`src/hdl/flc_pkg.sv`:
```
// Shared constants and carrier types for the flash status-polling controller
package flc_pkg;

  ////////////////////////////////////////////////////////////////////////////
  // Widths
  localparam int ADDR_W = 18;
  localparam int DATA_W = 16;
  localparam int AXI_AW = 8;

  ////////////////////////////////////////////////////////////////////////////
  // Timing of one flash bus cycle, REF_CLK at 200 MHz
  localparam int CLK_NS = 5;
  localparam int T_SET_NS = 10;
  localparam int T_PULSE_NS = 50;
  localparam int T_HOLD_NS = 20;
  localparam int SET_CYC = (T_SET_NS + CLK_NS - 1) / CLK_NS;
  localparam int PULSE_CYC = (T_PULSE_NS + CLK_NS - 1) / CLK_NS;
  localparam int HOLD_CYC = (T_HOLD_NS + CLK_NS - 1) / CLK_NS;

  ////////////////////////////////////////////////////////////////////////////
  // Status bit positions on the flash data bus
  localparam int POLL_BIT = 7;
  localparam int TB1_BIT = 6;
  localparam int FAIL_BIT = 5;
  localparam int EWIN_BIT = 3;
  localparam int TB2_BIT = 2;

  ////////////////////////////////////////////////////////////////////////////
  // Register offsets (byte addresses)
  localparam logic [AXI_AW-1:0] OFS_CTRL = 8'h00;
  localparam logic [AXI_AW-1:0] OFS_ADDR = 8'h04;
  localparam logic [AXI_AW-1:0] OFS_WDATA = 8'h08;
  localparam logic [AXI_AW-1:0] OFS_RDATA = 8'h0C;
  localparam logic [AXI_AW-1:0] OFS_STAT = 8'h10;
  localparam logic [AXI_AW-1:0] OFS_MASK = 8'h14;
  localparam logic [AXI_AW-1:0] OFS_RSTCMD = 8'h18;

  // Operation codes in CTRL[2:0]
  localparam logic [2:0] OP_WRITE = 3'h0;
  localparam logic [2:0] OP_READ = 3'h1;
  localparam logic [2:0] OP_POLL = 3'h2;
  localparam logic [2:0] OP_ERASE_ADD = 3'h3;

  // Field positions
  localparam int CTRL_BUSY_BIT = 8;
  localparam int RD_RB_BIT = 16;
  localparam int RD_EWIN_BIT = 17;
  localparam int ST_DONE = 0;
  localparam int ST_FAIL = 1;
  localparam int ST_REJ = 2;
  localparam int STAT_W = 3;

  // Reset values and bus responses
  localparam logic [DATA_W-1:0] RSTV_RSTCMD = 16'h0000;
  localparam logic [STAT_W-1:0] RSTV_MASK = 3'h0;
  localparam logic [1:0] RESP_OKAY = 2'h0;
  localparam logic [1:0] RESP_SLVERR = 2'h2;

  ////////////////////////////////////////////////////////////////////////////
  // Carriers
  typedef struct packed {
    logic wr;
    logic [ADDR_W-1:0] addr;
    logic [DATA_W-1:0] wdata;
  } flc_req_t;

  typedef struct packed {
    logic ce_n;
    logic oe_n;
    logic we_n;
    logic [ADDR_W-1:0] a;
    logic [DATA_W-1:0] dq_o;
    logic dq_oe;
  } flc_pins_t;

endpackage
```
`src/hdl/flc_cycle.sv`:
```
// One flash bus cycle, write or read, with timed strobes and synchronised data
`timescale 1ns/100ps
module flc_cycle (
  input wire logic clk,
  input wire logic rst_b,
  input wire logic req_v,
  input wire flc_pkg::flc_req_t req,
  input wire logic [flc_pkg::DATA_W-1:0] dq_i,
  output flc_pkg::flc_pins_t pins,
  output logic [flc_pkg::DATA_W-1:0] rdata,
  output logic done
);

  typedef enum logic [1:0] {E_IDLE, E_SET, E_PUL, E_HLD} flc_est_t;

  flc_est_t st_q, st_d;
  logic [7:0] cnt_q, cnt_d;
  logic wr_q, wr_d;
  flc_pkg::flc_pins_t pins_q, pins_d;
  logic [flc_pkg::DATA_W-1:0] rdata_q, rdata_d;
  logic done_q, done_d;
  logic [flc_pkg::DATA_W-1:0] dq_s1_q, dq_s2_q;

  ////////////////////////////////////////////////////////////////////////////
  // Strobe sequencer: setup, pulse, hold
  always_comb begin
    st_d = st_q;
    cnt_d = cnt_q;
    wr_d = wr_q;
    pins_d = pins_q;
    rdata_d = rdata_q;
    done_d = 1'h0;
    unique case (st_q)
      E_IDLE: begin
        if (req_v) begin
          wr_d = req.wr;
          pins_d.a = req.addr;
          pins_d.ce_n = 1'h0;
          pins_d.dq_o = req.wdata;
          pins_d.dq_oe = req.wr;
          cnt_d = 8'(flc_pkg::SET_CYC - 1);
          st_d = E_SET;
        end
      end
      E_SET: begin
        if (cnt_q == 8'h00) begin
          pins_d.we_n = ~wr_q;
          pins_d.oe_n = wr_q;
          cnt_d = 8'(flc_pkg::PULSE_CYC - 1);
          st_d = E_PUL;
        end else begin
          cnt_d = cnt_q - 8'h01;
        end
      end
      E_PUL: begin
        if (cnt_q == 8'h00) begin
          pins_d.we_n = 1'h1;
          pins_d.oe_n = 1'h1;
          if (!wr_q) begin
            rdata_d = dq_s2_q; // Sampled at the end of the output-enable pulse
          end
          cnt_d = 8'(flc_pkg::HOLD_CYC - 1);
          st_d = E_HLD;
        end else begin
          cnt_d = cnt_q - 8'h01;
        end
      end
      E_HLD: begin
        if (cnt_q == 8'h00) begin
          pins_d.ce_n = 1'h1;
          pins_d.dq_oe = 1'h0;
          done_d = 1'h1;
          st_d = E_IDLE;
        end else begin
          cnt_d = cnt_q - 8'h01;
        end
      end
    endcase
  end

  // Registers; data pins pass two flip-flops before use
  always_ff @(posedge clk) begin
    if (!rst_b) begin
      st_q <= E_IDLE;
      cnt_q <= 8'h00;
      wr_q <= 1'h0;
      pins_q <= '{ce_n: 1'h1, oe_n: 1'h1, we_n: 1'h1, a: '0, dq_o: '0, dq_oe: 1'h0};
      rdata_q <= '0;
      done_q <= 1'h0;
      dq_s1_q <= '0;
      dq_s2_q <= '0;
    end else begin
      st_q <= st_d;
      cnt_q <= cnt_d;
      wr_q <= wr_d;
      pins_q <= pins_d;
      rdata_q <= rdata_d;
      done_q <= done_d;
      dq_s1_q <= dq_i;
      dq_s2_q <= dq_s1_q;
    end
  end

  assign pins = pins_q;
  assign rdata = rdata_q;
  assign done = done_q;

endmodule

```
`src/hdl/flc_host.sv`:
```
// Host-side flash controller: AXI4-Lite registers, status polling and erase-window checks
//
// Register access over AXI4-Lite and the register offsets are this design's own decisions.
`timescale 1ns/100ps

module flc_host (
  input wire logic REF_CLK,
  input wire logic RST_B,
  input wire logic [flc_pkg::AXI_AW-1:0] AWADDR,
  input wire logic AWVALID,
  output logic AWREADY,
  input wire logic [31:0] WDATA,
  input wire logic [3:0] WSTRB,
  input wire logic WVALID,
  output logic WREADY,
  output logic [1:0] BRESP,
  output logic BVALID,
  input wire logic BREADY,
  input wire logic [flc_pkg::AXI_AW-1:0] ARADDR,
  input wire logic ARVALID,
  output logic ARREADY,
  output logic [31:0] RDATA,
  output logic [1:0] RRESP,
  output logic RVALID,
  input wire logic RREADY,
  output logic IRQ,
  output logic FL_CE_N,
  output logic FL_OE_N,
  output logic FL_WE_N,
  output logic [flc_pkg::ADDR_W-1:0] FL_A,
  input wire logic [flc_pkg::DATA_W-1:0] FL_DQ_I,
  output logic [flc_pkg::DATA_W-1:0] FL_DQ_O,
  output logic FL_DQ_OE,
  input wire logic FL_READY_BUSY_N
);

  typedef enum logic [3:0] {S_IDLE, S_WR, S_RD, S_PA, S_PB, S_PC, S_RST, S_EA, S_EB, S_EW, S_EC} flc_st_t;

  localparam int DW = flc_pkg::DATA_W;
  localparam int AW = flc_pkg::ADDR_W;
  localparam int SW = flc_pkg::STAT_W;

  // Bus slave state
  logic awready_q, awready_d, bvalid_q, bvalid_d, arready_q, arready_d, rvalid_q, rvalid_d;
  logic [1:0] bresp_q, bresp_d, rresp_q, rresp_d;
  logic [31:0] rdata_q, rdata_d;
  logic [2:0] op_q, op_d;
  logic [AW-1:0] addr_q, addr_d;
  logic [DW-1:0] wdata_q, wdata_d, rstcmd_q, rstcmd_d;
  logic [SW-1:0] stat_q, stat_d, mask_q, mask_d;
  logic irq_q, irq_d;
  logic rb_s1_q, rb_s2_q;
  logic [31:0] wmask;
  logic wr_hs, rd_hs, go;

  // Sequencer state
  flc_st_t st_q, st_d;
  logic pend_q, pend_d, req_v_q, req_v_d, ewin_q, ewin_d;
  logic [DW-1:0] a_q, a_d, b_q, b_d, last_q, last_d;
  logic [SW-1:0] ev;
  flc_pkg::flc_req_t req;
  flc_pkg::flc_pins_t pins;
  logic [DW-1:0] eng_rdata;
  logic eng_done;

  ////////////////////////////////////////////////////////////////////////////
  // Byte-lane mask from write strobes
  for (genvar i = 0; i < 4; i++) begin : g_strb
    assign wmask[8*i +: 8] = {8{WSTRB[i]}};
  end

  // Handshakes and operation start; a start while busy is ignored
  assign wr_hs = awready_q & AWVALID & WVALID;
  assign rd_hs = arready_q & ARVALID;
  assign go = wr_hs & (AWADDR == flc_pkg::OFS_CTRL) & WSTRB[0] & (st_q == S_IDLE);

  ////////////////////////////////////////////////////////////////////////////
  // Register file and AXI4-Lite slave, next values
  always_comb begin
    awready_d = AWVALID & WVALID & ~awready_q & ~bvalid_q;
    arready_d = ARVALID & ~arready_q & ~rvalid_q;
    bvalid_d = bvalid_q & ~BREADY;
    rvalid_d = rvalid_q & ~RREADY;
    bresp_d = bresp_q;
    rresp_d = rresp_q;
    rdata_d = rdata_q;
    op_d = op_q;
    addr_d = addr_q;
    wdata_d = wdata_q;
    rstcmd_d = rstcmd_q;
    mask_d = mask_q;
    stat_d = stat_q;
    if (wr_hs) begin
      bvalid_d = 1'h1;
      bresp_d = flc_pkg::RESP_OKAY;
      unique case (AWADDR)
        flc_pkg::OFS_CTRL: if (go) op_d = WDATA[2:0];
        flc_pkg::OFS_ADDR: if (st_q == S_IDLE) addr_d = (addr_q & ~wmask[AW-1:0]) | (WDATA[AW-1:0] & wmask[AW-1:0]);
        flc_pkg::OFS_WDATA: if (st_q == S_IDLE) wdata_d = (wdata_q & ~wmask[DW-1:0]) | (WDATA[DW-1:0] & wmask[DW-1:0]);
        flc_pkg::OFS_RDATA: ;
        flc_pkg::OFS_STAT: stat_d = stat_q & ~(WDATA[SW-1:0] & wmask[SW-1:0]);
        flc_pkg::OFS_MASK: mask_d = (mask_q & ~wmask[SW-1:0]) | (WDATA[SW-1:0] & wmask[SW-1:0]);
        flc_pkg::OFS_RSTCMD: rstcmd_d = (rstcmd_q & ~wmask[DW-1:0]) | (WDATA[DW-1:0] & wmask[DW-1:0]);
        default: bresp_d = flc_pkg::RESP_SLVERR;
      endcase
    end
    // Events set after the clear, so a set in the same cycle wins
    stat_d = stat_d | ev;
    if (rd_hs) begin
      rvalid_d = 1'h1;
      rresp_d = flc_pkg::RESP_OKAY;
      rdata_d = 32'h0000_0000;
      unique case (ARADDR)
        flc_pkg::OFS_CTRL: rdata_d = {23'h0, st_q != S_IDLE, 5'h0, op_q};
        flc_pkg::OFS_ADDR: rdata_d = 32'(addr_q);
        flc_pkg::OFS_WDATA: rdata_d = 32'(wdata_q);
        flc_pkg::OFS_RDATA: rdata_d = {14'h0, ewin_q, rb_s2_q, last_q};
        flc_pkg::OFS_STAT: rdata_d = 32'(stat_q);
        flc_pkg::OFS_MASK: rdata_d = 32'(mask_q);
        flc_pkg::OFS_RSTCMD: rdata_d = 32'(rstcmd_q);
        default: rresp_d = flc_pkg::RESP_SLVERR;
      endcase
    end
    irq_d = |(stat_d & mask_d);
  end

  // Register file and bus slave, registers; ready/busy pin synchronised
  always_ff @(posedge REF_CLK) begin
    if (!RST_B) begin
      awready_q <= 1'h0;
      arready_q <= 1'h0;
      bvalid_q <= 1'h0;
      rvalid_q <= 1'h0;
      bresp_q <= flc_pkg::RESP_OKAY;
      rresp_q <= flc_pkg::RESP_OKAY;
      rdata_q <= 32'h0000_0000;
      op_q <= flc_pkg::OP_WRITE;
      addr_q <= '0;
      wdata_q <= '0;
      rstcmd_q <= flc_pkg::RSTV_RSTCMD;
      mask_q <= flc_pkg::RSTV_MASK;
      stat_q <= '0;
      irq_q <= 1'h0;
      rb_s1_q <= 1'h1;
      rb_s2_q <= 1'h1;
    end else begin
      awready_q <= awready_d;
      arready_q <= arready_d;
      bvalid_q <= bvalid_d;
      rvalid_q <= rvalid_d;
      bresp_q <= bresp_d;
      rresp_q <= rresp_d;
      rdata_q <= rdata_d;
      op_q <= op_d;
      addr_q <= addr_d;
      wdata_q <= wdata_d;
      rstcmd_q <= rstcmd_d;
      mask_q <= mask_d;
      stat_q <= stat_d;
      irq_q <= irq_d;
      rb_s1_q <= FL_READY_BUSY_N;
      rb_s2_q <= rb_s1_q;
    end
  end

  ////////////////////////////////////////////////////////////////////////////
  // Cycle request follows the state that issued it
  always_comb begin
    req.wr = (st_q == S_WR) | (st_q == S_RST) | (st_q == S_EW);
    req.addr = addr_q; // Status is read at the operation's own address
    req.wdata = (st_q == S_RST) ? rstcmd_q : wdata_q;
  end

  // Operation sequencer, next values
  always_comb begin
    st_d = st_q;
    pend_d = pend_q;
    req_v_d = 1'h0;
    a_d = a_q;
    b_d = b_q;
    last_d = last_q;
    ewin_d = ewin_q;
    ev = '0;
    if (st_q != S_IDLE && !pend_q) begin
      req_v_d = 1'h1;
      pend_d = 1'h1;
    end
    unique case (st_q)
      S_IDLE: begin
        if (go) begin
          unique case (WDATA[2:0])
            flc_pkg::OP_WRITE: st_d = S_WR;
            flc_pkg::OP_READ: st_d = S_RD;
            flc_pkg::OP_POLL: st_d = S_PA;
            flc_pkg::OP_ERASE_ADD: st_d = S_EA;
            default: ev[flc_pkg::ST_REJ] = 1'h1;
          endcase
        end
      end
      S_WR: if (eng_done) begin
        st_d = S_IDLE;
        ev[flc_pkg::ST_DONE] = 1'h1;
      end
      S_RD: if (eng_done) begin
        last_d = eng_rdata;
        st_d = S_IDLE;
        ev[flc_pkg::ST_DONE] = 1'h1;
      end
      S_PA: if (eng_done) begin
        a_d = eng_rdata;
        st_d = S_PB;
      end
      S_PB: if (eng_done) begin
        last_d = eng_rdata;
        if (a_q[flc_pkg::TB1_BIT] == eng_rdata[flc_pkg::TB1_BIT]) begin // Steady toggle means finished
          st_d = S_IDLE;
          ev[flc_pkg::ST_DONE] = 1'h1;
        end else if (eng_rdata[flc_pkg::FAIL_BIT]) begin // Timing limit hit
          b_d = eng_rdata;
          st_d = S_PC;
        end else begin
          st_d = S_PA; // Still running: restart the two-read check
        end
      end
      S_PC: if (eng_done) begin
        last_d = eng_rdata;
        if (b_q[flc_pkg::TB1_BIT] == eng_rdata[flc_pkg::TB1_BIT]) begin // Stopped just as the flag rose
          st_d = S_IDLE;
          ev[flc_pkg::ST_DONE] = 1'h1;
        end else begin
          st_d = S_RST; // Still toggling: failed
        end
      end
      S_RST: if (eng_done) begin
        st_d = S_IDLE; // Reset command written
        ev[flc_pkg::ST_FAIL] = 1'h1;
      end
      S_EA: if (eng_done) begin
        a_d = eng_rdata;
        st_d = S_EB;
      end
      S_EB: if (eng_done) begin
        last_d = eng_rdata;
        ewin_d = eng_rdata[flc_pkg::EWIN_BIT];
        // Acceptance by toggling first, then the window flag
        if (a_q[flc_pkg::TB1_BIT] == eng_rdata[flc_pkg::TB1_BIT] || eng_rdata[flc_pkg::EWIN_BIT]) begin
          st_d = S_IDLE; // Window closed, sector not offered
          ev[flc_pkg::ST_REJ] = 1'h1;
        end else begin
          st_d = S_EW; // Window open
        end
      end
      S_EW: if (eng_done) begin
        st_d = S_EC;
      end
      S_EC: if (eng_done) begin
        last_d = eng_rdata;
        ewin_d = eng_rdata[flc_pkg::EWIN_BIT];
        st_d = S_IDLE;
        // Flag high after the add means it may have been lost
        ev[flc_pkg::ST_REJ] = eng_rdata[flc_pkg::EWIN_BIT];
        ev[flc_pkg::ST_DONE] = ~eng_rdata[flc_pkg::EWIN_BIT];
      end
      default: st_d = S_IDLE;
    endcase
    if (eng_done) begin
      pend_d = 1'h0;
    end
  end

  // Operation sequencer, registers
  always_ff @(posedge REF_CLK) begin
    if (!RST_B) begin
      st_q <= S_IDLE;
      pend_q <= 1'h0;
      req_v_q <= 1'h0;
      a_q <= '0;
      b_q <= '0;
      last_q <= '0;
      ewin_q <= 1'h0;
    end else begin
      st_q <= st_d;
      pend_q <= pend_d;
      req_v_q <= req_v_d;
      a_q <= a_d;
      b_q <= b_d;
      last_q <= last_d;
      ewin_q <= ewin_d;
    end
  end

  ////////////////////////////////////////////////////////////////////////////
  // Flash bus cycle engine
  flc_cycle u_cycle (
    .clk(REF_CLK),
    .rst_b(RST_B),
    .req_v(req_v_q),
    .req(req),
    .dq_i(FL_DQ_I),
    .pins(pins),
    .rdata(eng_rdata),
    .done(eng_done)
  );

  // Outputs, all from flip-flops here or in the engine
  assign AWREADY = awready_q;
  assign WREADY = awready_q;
  assign BVALID = bvalid_q;
  assign BRESP = bresp_q;
  assign ARREADY = arready_q;
  assign RVALID = rvalid_q;
  assign RRESP = rresp_q;
  assign RDATA = rdata_q;
  assign IRQ = irq_q;
  assign FL_CE_N = pins.ce_n;
  assign FL_OE_N = pins.oe_n;
  assign FL_WE_N = pins.we_n;
  assign FL_A = pins.a;
  assign FL_DQ_O = pins.dq_o;
  assign FL_DQ_OE = pins.dq_oe;

endmodule

```
`config.mk`:
```
export PLATFORM = sky130hd
export DESIGN_NAME = flc_host
export DESIGN_NICKNAME = d
export VERILOG_FILES = /design/src/hdl/flc_pkg.sv /design/src/hdl/flc_cycle.sv /design/src/hdl/flc_host.sv
export SDC_FILE = /design/constraint.sdc
export NUM_CORES = 1
export LEC_CHECK = 0
export ABC_AREA = 1
export BUFFER_PORTS_ARGS = -buffer_cell sky130_fd_sc_hd__buf_2
export CAP_MARGIN = 20
export CORE_ASPECT_RATIO = 0.75
export CORE_MARGIN = 3
export CORE_UTILIZATION = 35
export CTS_BUF_LIST = sky130_fd_sc_hd__clkbuf_8
export DETAILED_ROUTE_END_ITERATION = 12
export PLACE_DENSITY = 0.52
export SETUP_SLACK_MARGIN = 0.5
export SLEW_MARGIN = 20
export SYNTH_ARGS = -nofsm -noshare
export SYNTH_HDL_FRONTEND = slang
export SYNTH_SLANG_ARGS = --single-unit
```
`constraint.sdc`:
```
create_clock -name REF_CLK -period 3.9 [get_ports REF_CLK]
set_input_delay 0.195 -clock REF_CLK [delete_from_list [all_inputs] [get_ports REF_CLK]]
set_output_delay 0.195 -clock REF_CLK [all_outputs]
set_load 0.03 [all_outputs]
```
==> run metrics <==
total CTS buffers=36; Critical Path RT=around 4.3 ns; vias per inst=around 4.8; initial antenna violation count=1; dpl ws=1.68 ns; largest net degree at the start of global routing=75; Peak VDD IR=~0.3 mV; max cap viols=0; WHS=between 0.03 and 0.04 ns; Worst-path clk slew=0.06 ns; status=complete, no violations; vias in the first global route=between 7000 and 8000; HPWL Detailed=roughly 18000 um; ANT nets after route=0; Yosys warning total=0; Placement Rows=50; Most used DFF post-synth=dfxtp_1; fin cells=1715; post-synthesis to final-layout area growth=20.9%; Final nets=about 1400; FMAX=between 0.4 and 0.5 GHz; clock root cell=clkbuf_8; post-synthesis sequential area ratio=between 40 and 50%; via count=a little over 8000; Core Util, Final=between 40% and 50%; EDFF count, synth=0; Final Skew=between 0.02 and 0.025 ns; syn avg cell area=7.47 um^2; die span in x=~190 um; postcts setup bufs=0; unrepaired setup endpoints after global routing=false; commonest cells in the netlist=209 x dfxtp_1, 166 x inv_1, 163 x nand2_1, 139 x a21oi_1, 130 x o21ai_0; Ports=between 150 and 200; total routed wirelength=~26000 um; core area=between 0.02 and 0.03 mm^2; worst-skew pair later-pin latency=0.53 ns; most frequent cell after synthesis=dfxtp_1; Pleak=slightly below 5 nW; drt drc=0; Die ar.=around 0.028 mm^2; final instance area=0.0108 mm^2; wire per inst=14.9 um; asr flop ratio synth=0%; post-place instance area=0.00973 mm^2; CP Class=flop to flop; Sw Share=a little under a third; grt ovf=0; Max Fanout on Critical Path=55; Hold WC Path Type=primary input to flop; filler instances=roughly 2600; IO buf count=~120; CTS tree=yes; Sink Count=roughly 210; CP startpoint kind=flop; DRT iter0 DRCs=between 500 and 600; pwr dens=484 mW/mm^2; area leader, netlist=dfxtp_1; Routability Congestion=0.842; CTS H-tree depth=2; area of the multi-input gates=around 0.0038 mm^2; Logic pwr share=17.1%; die height=between 100 and 150 um; Setup-failing EPs final=0; Synth top area share=46.7%; sequential power share=44.6%; final period utilization=between 50% and 60%; clock tree buffer depth=3; Initial Utilization=35.7%; Slew Limit Fails=0; WP data arrival=roughly 2.7 ns; first-pass GRT wire length=roughly 40000 um; drt pass-1 iters=5; Distinct cells, synth=between 40 and 50; clock power share=approximately two fifths; Slew headroom=around two fifths; synthesized area=approximately 0.009 mm^2; placed cell count=1614; Post-Synthesis Cells=around 1200; Total GRT Usage=roughly 18%; layout cells sized above 1=17.4%; post-route setup slack=about 1.7 ns; Setup crit end kind=flop; Ant. Diodes=0; crit path time final=between 2 and 2.5 ns; Sequential Area=roughly 0.0042 mm^2; total power=between 5 and 6 mW; final hold violation count=0; #FFs+latches synth=~210; Worst-Margin Slew=0.926 ns; setup TNS=0 ns; cell internal pwr=between 3 and 4 mW; sw power=between 1.5 and 2 mW; Area contributors post-synth=dfxtp_1 47%, a21oi_1 7.8%, o21ai_0 7.3%
-- cell usage in the layout, fill, tap and decap left out, types with 13 or more instances in the layout --
| cell | count |
|---|---|
| buf_2 | 123 |
| inv_2 | 13 |
| nand2_1 | 163 |
| dlygate4sd3_1 | 38 |
| nor2_2 | 18 |
| o21ai_1 | 32 |
| clkbuf_8 | 44 |
| nor2_1 | 90 |
| conb_1 | 16 |
| o211ai_1 | 24 |
| nand3_1 | 76 |
| a21oi_1 | 139 |
| o21ai_0 | 130 |
| inv_1 | 178 |
| dfxtp_1 | 209 |
-- logic make-up (layout without fill, tap and decap cells) --
logic type,Yosys count,after routing,share of synthesized area [%]
xor+xnor,3,3,0.293
compound gates,336,336,19.9
simple gates,392,392,20.0
other cells,1,16,0.0419
fa+ha+maj,7,7,0.978
buf+inv,251,414,12.0
flops,209,209,46.7
-- final timing paths --
check,start,endpoint,slack (ns),depth (start not counted)
max,u_cycle.st_q[0],u_cycle.pins[11],1.66,8
max reg2reg,u_cycle.st_q[0],u_cycle.pins[11],1.66,8
min reg2reg,u_cycle.dq_s1_q[13],u_cycle.dq_s2_q[13],0.41,2
min,WSTRB[2],flop,0.03,3
-- critical path: stages, from the launching register on --
cell      delay (ns)
dfxtp_1         0.34
inv_1           0.12
ha_1            0.18
nand2_1         0.05
buf_4           0.20
inv_2           0.69
o211ai_1        0.31
o211ai_1        0.16
inv_1           0.06
-- routing by layer --
layer  part of all wire [%]  wire length, um  GRT usage, %  vias to the layer above
met5                  0.051               13             0                        -
met4                    1.8              459          4.94                        2
met3                    7.4             1880          4.31                       40
met2                     42            10700          27.7                      240
met1                     49            12500          26.1                     3719
li1                       -                -             -                     4189
-- power by group through the flow --
stage | Combinational (mW) | Sequential (mW) | Clock, mW
floorplan | 0.646 | 2.40 | 0
global placement | 0.866 | 2.39 | 0
detailed placement | 0.871 | 2.39 | 0
CTS | 0.905 | 2.34 | 2.07
global route | 1.04 | 2.36 | 2.17
finish | 0.898 | 2.34 | 2.01
-- what timing repair did --
action                    in CTS  in global routing
hold buffers                  38                  0
resized for setup              0                  0
hold endpoints to repair      58                  0
-- final cells by class --
class                           instances  share of cell area, %
Clock buffer                           44                   5.59
Tap cell                              338                   3.90
Sequential cell                       209                   38.6
Multi-Input combinational cell        754                   34.6
Inverter                              180                   6.28
Clock inverter                         19                   1.07
Timing Repair Buffer                  171                   9.89
Note: power is estimated with default switching activity, not from simulation.
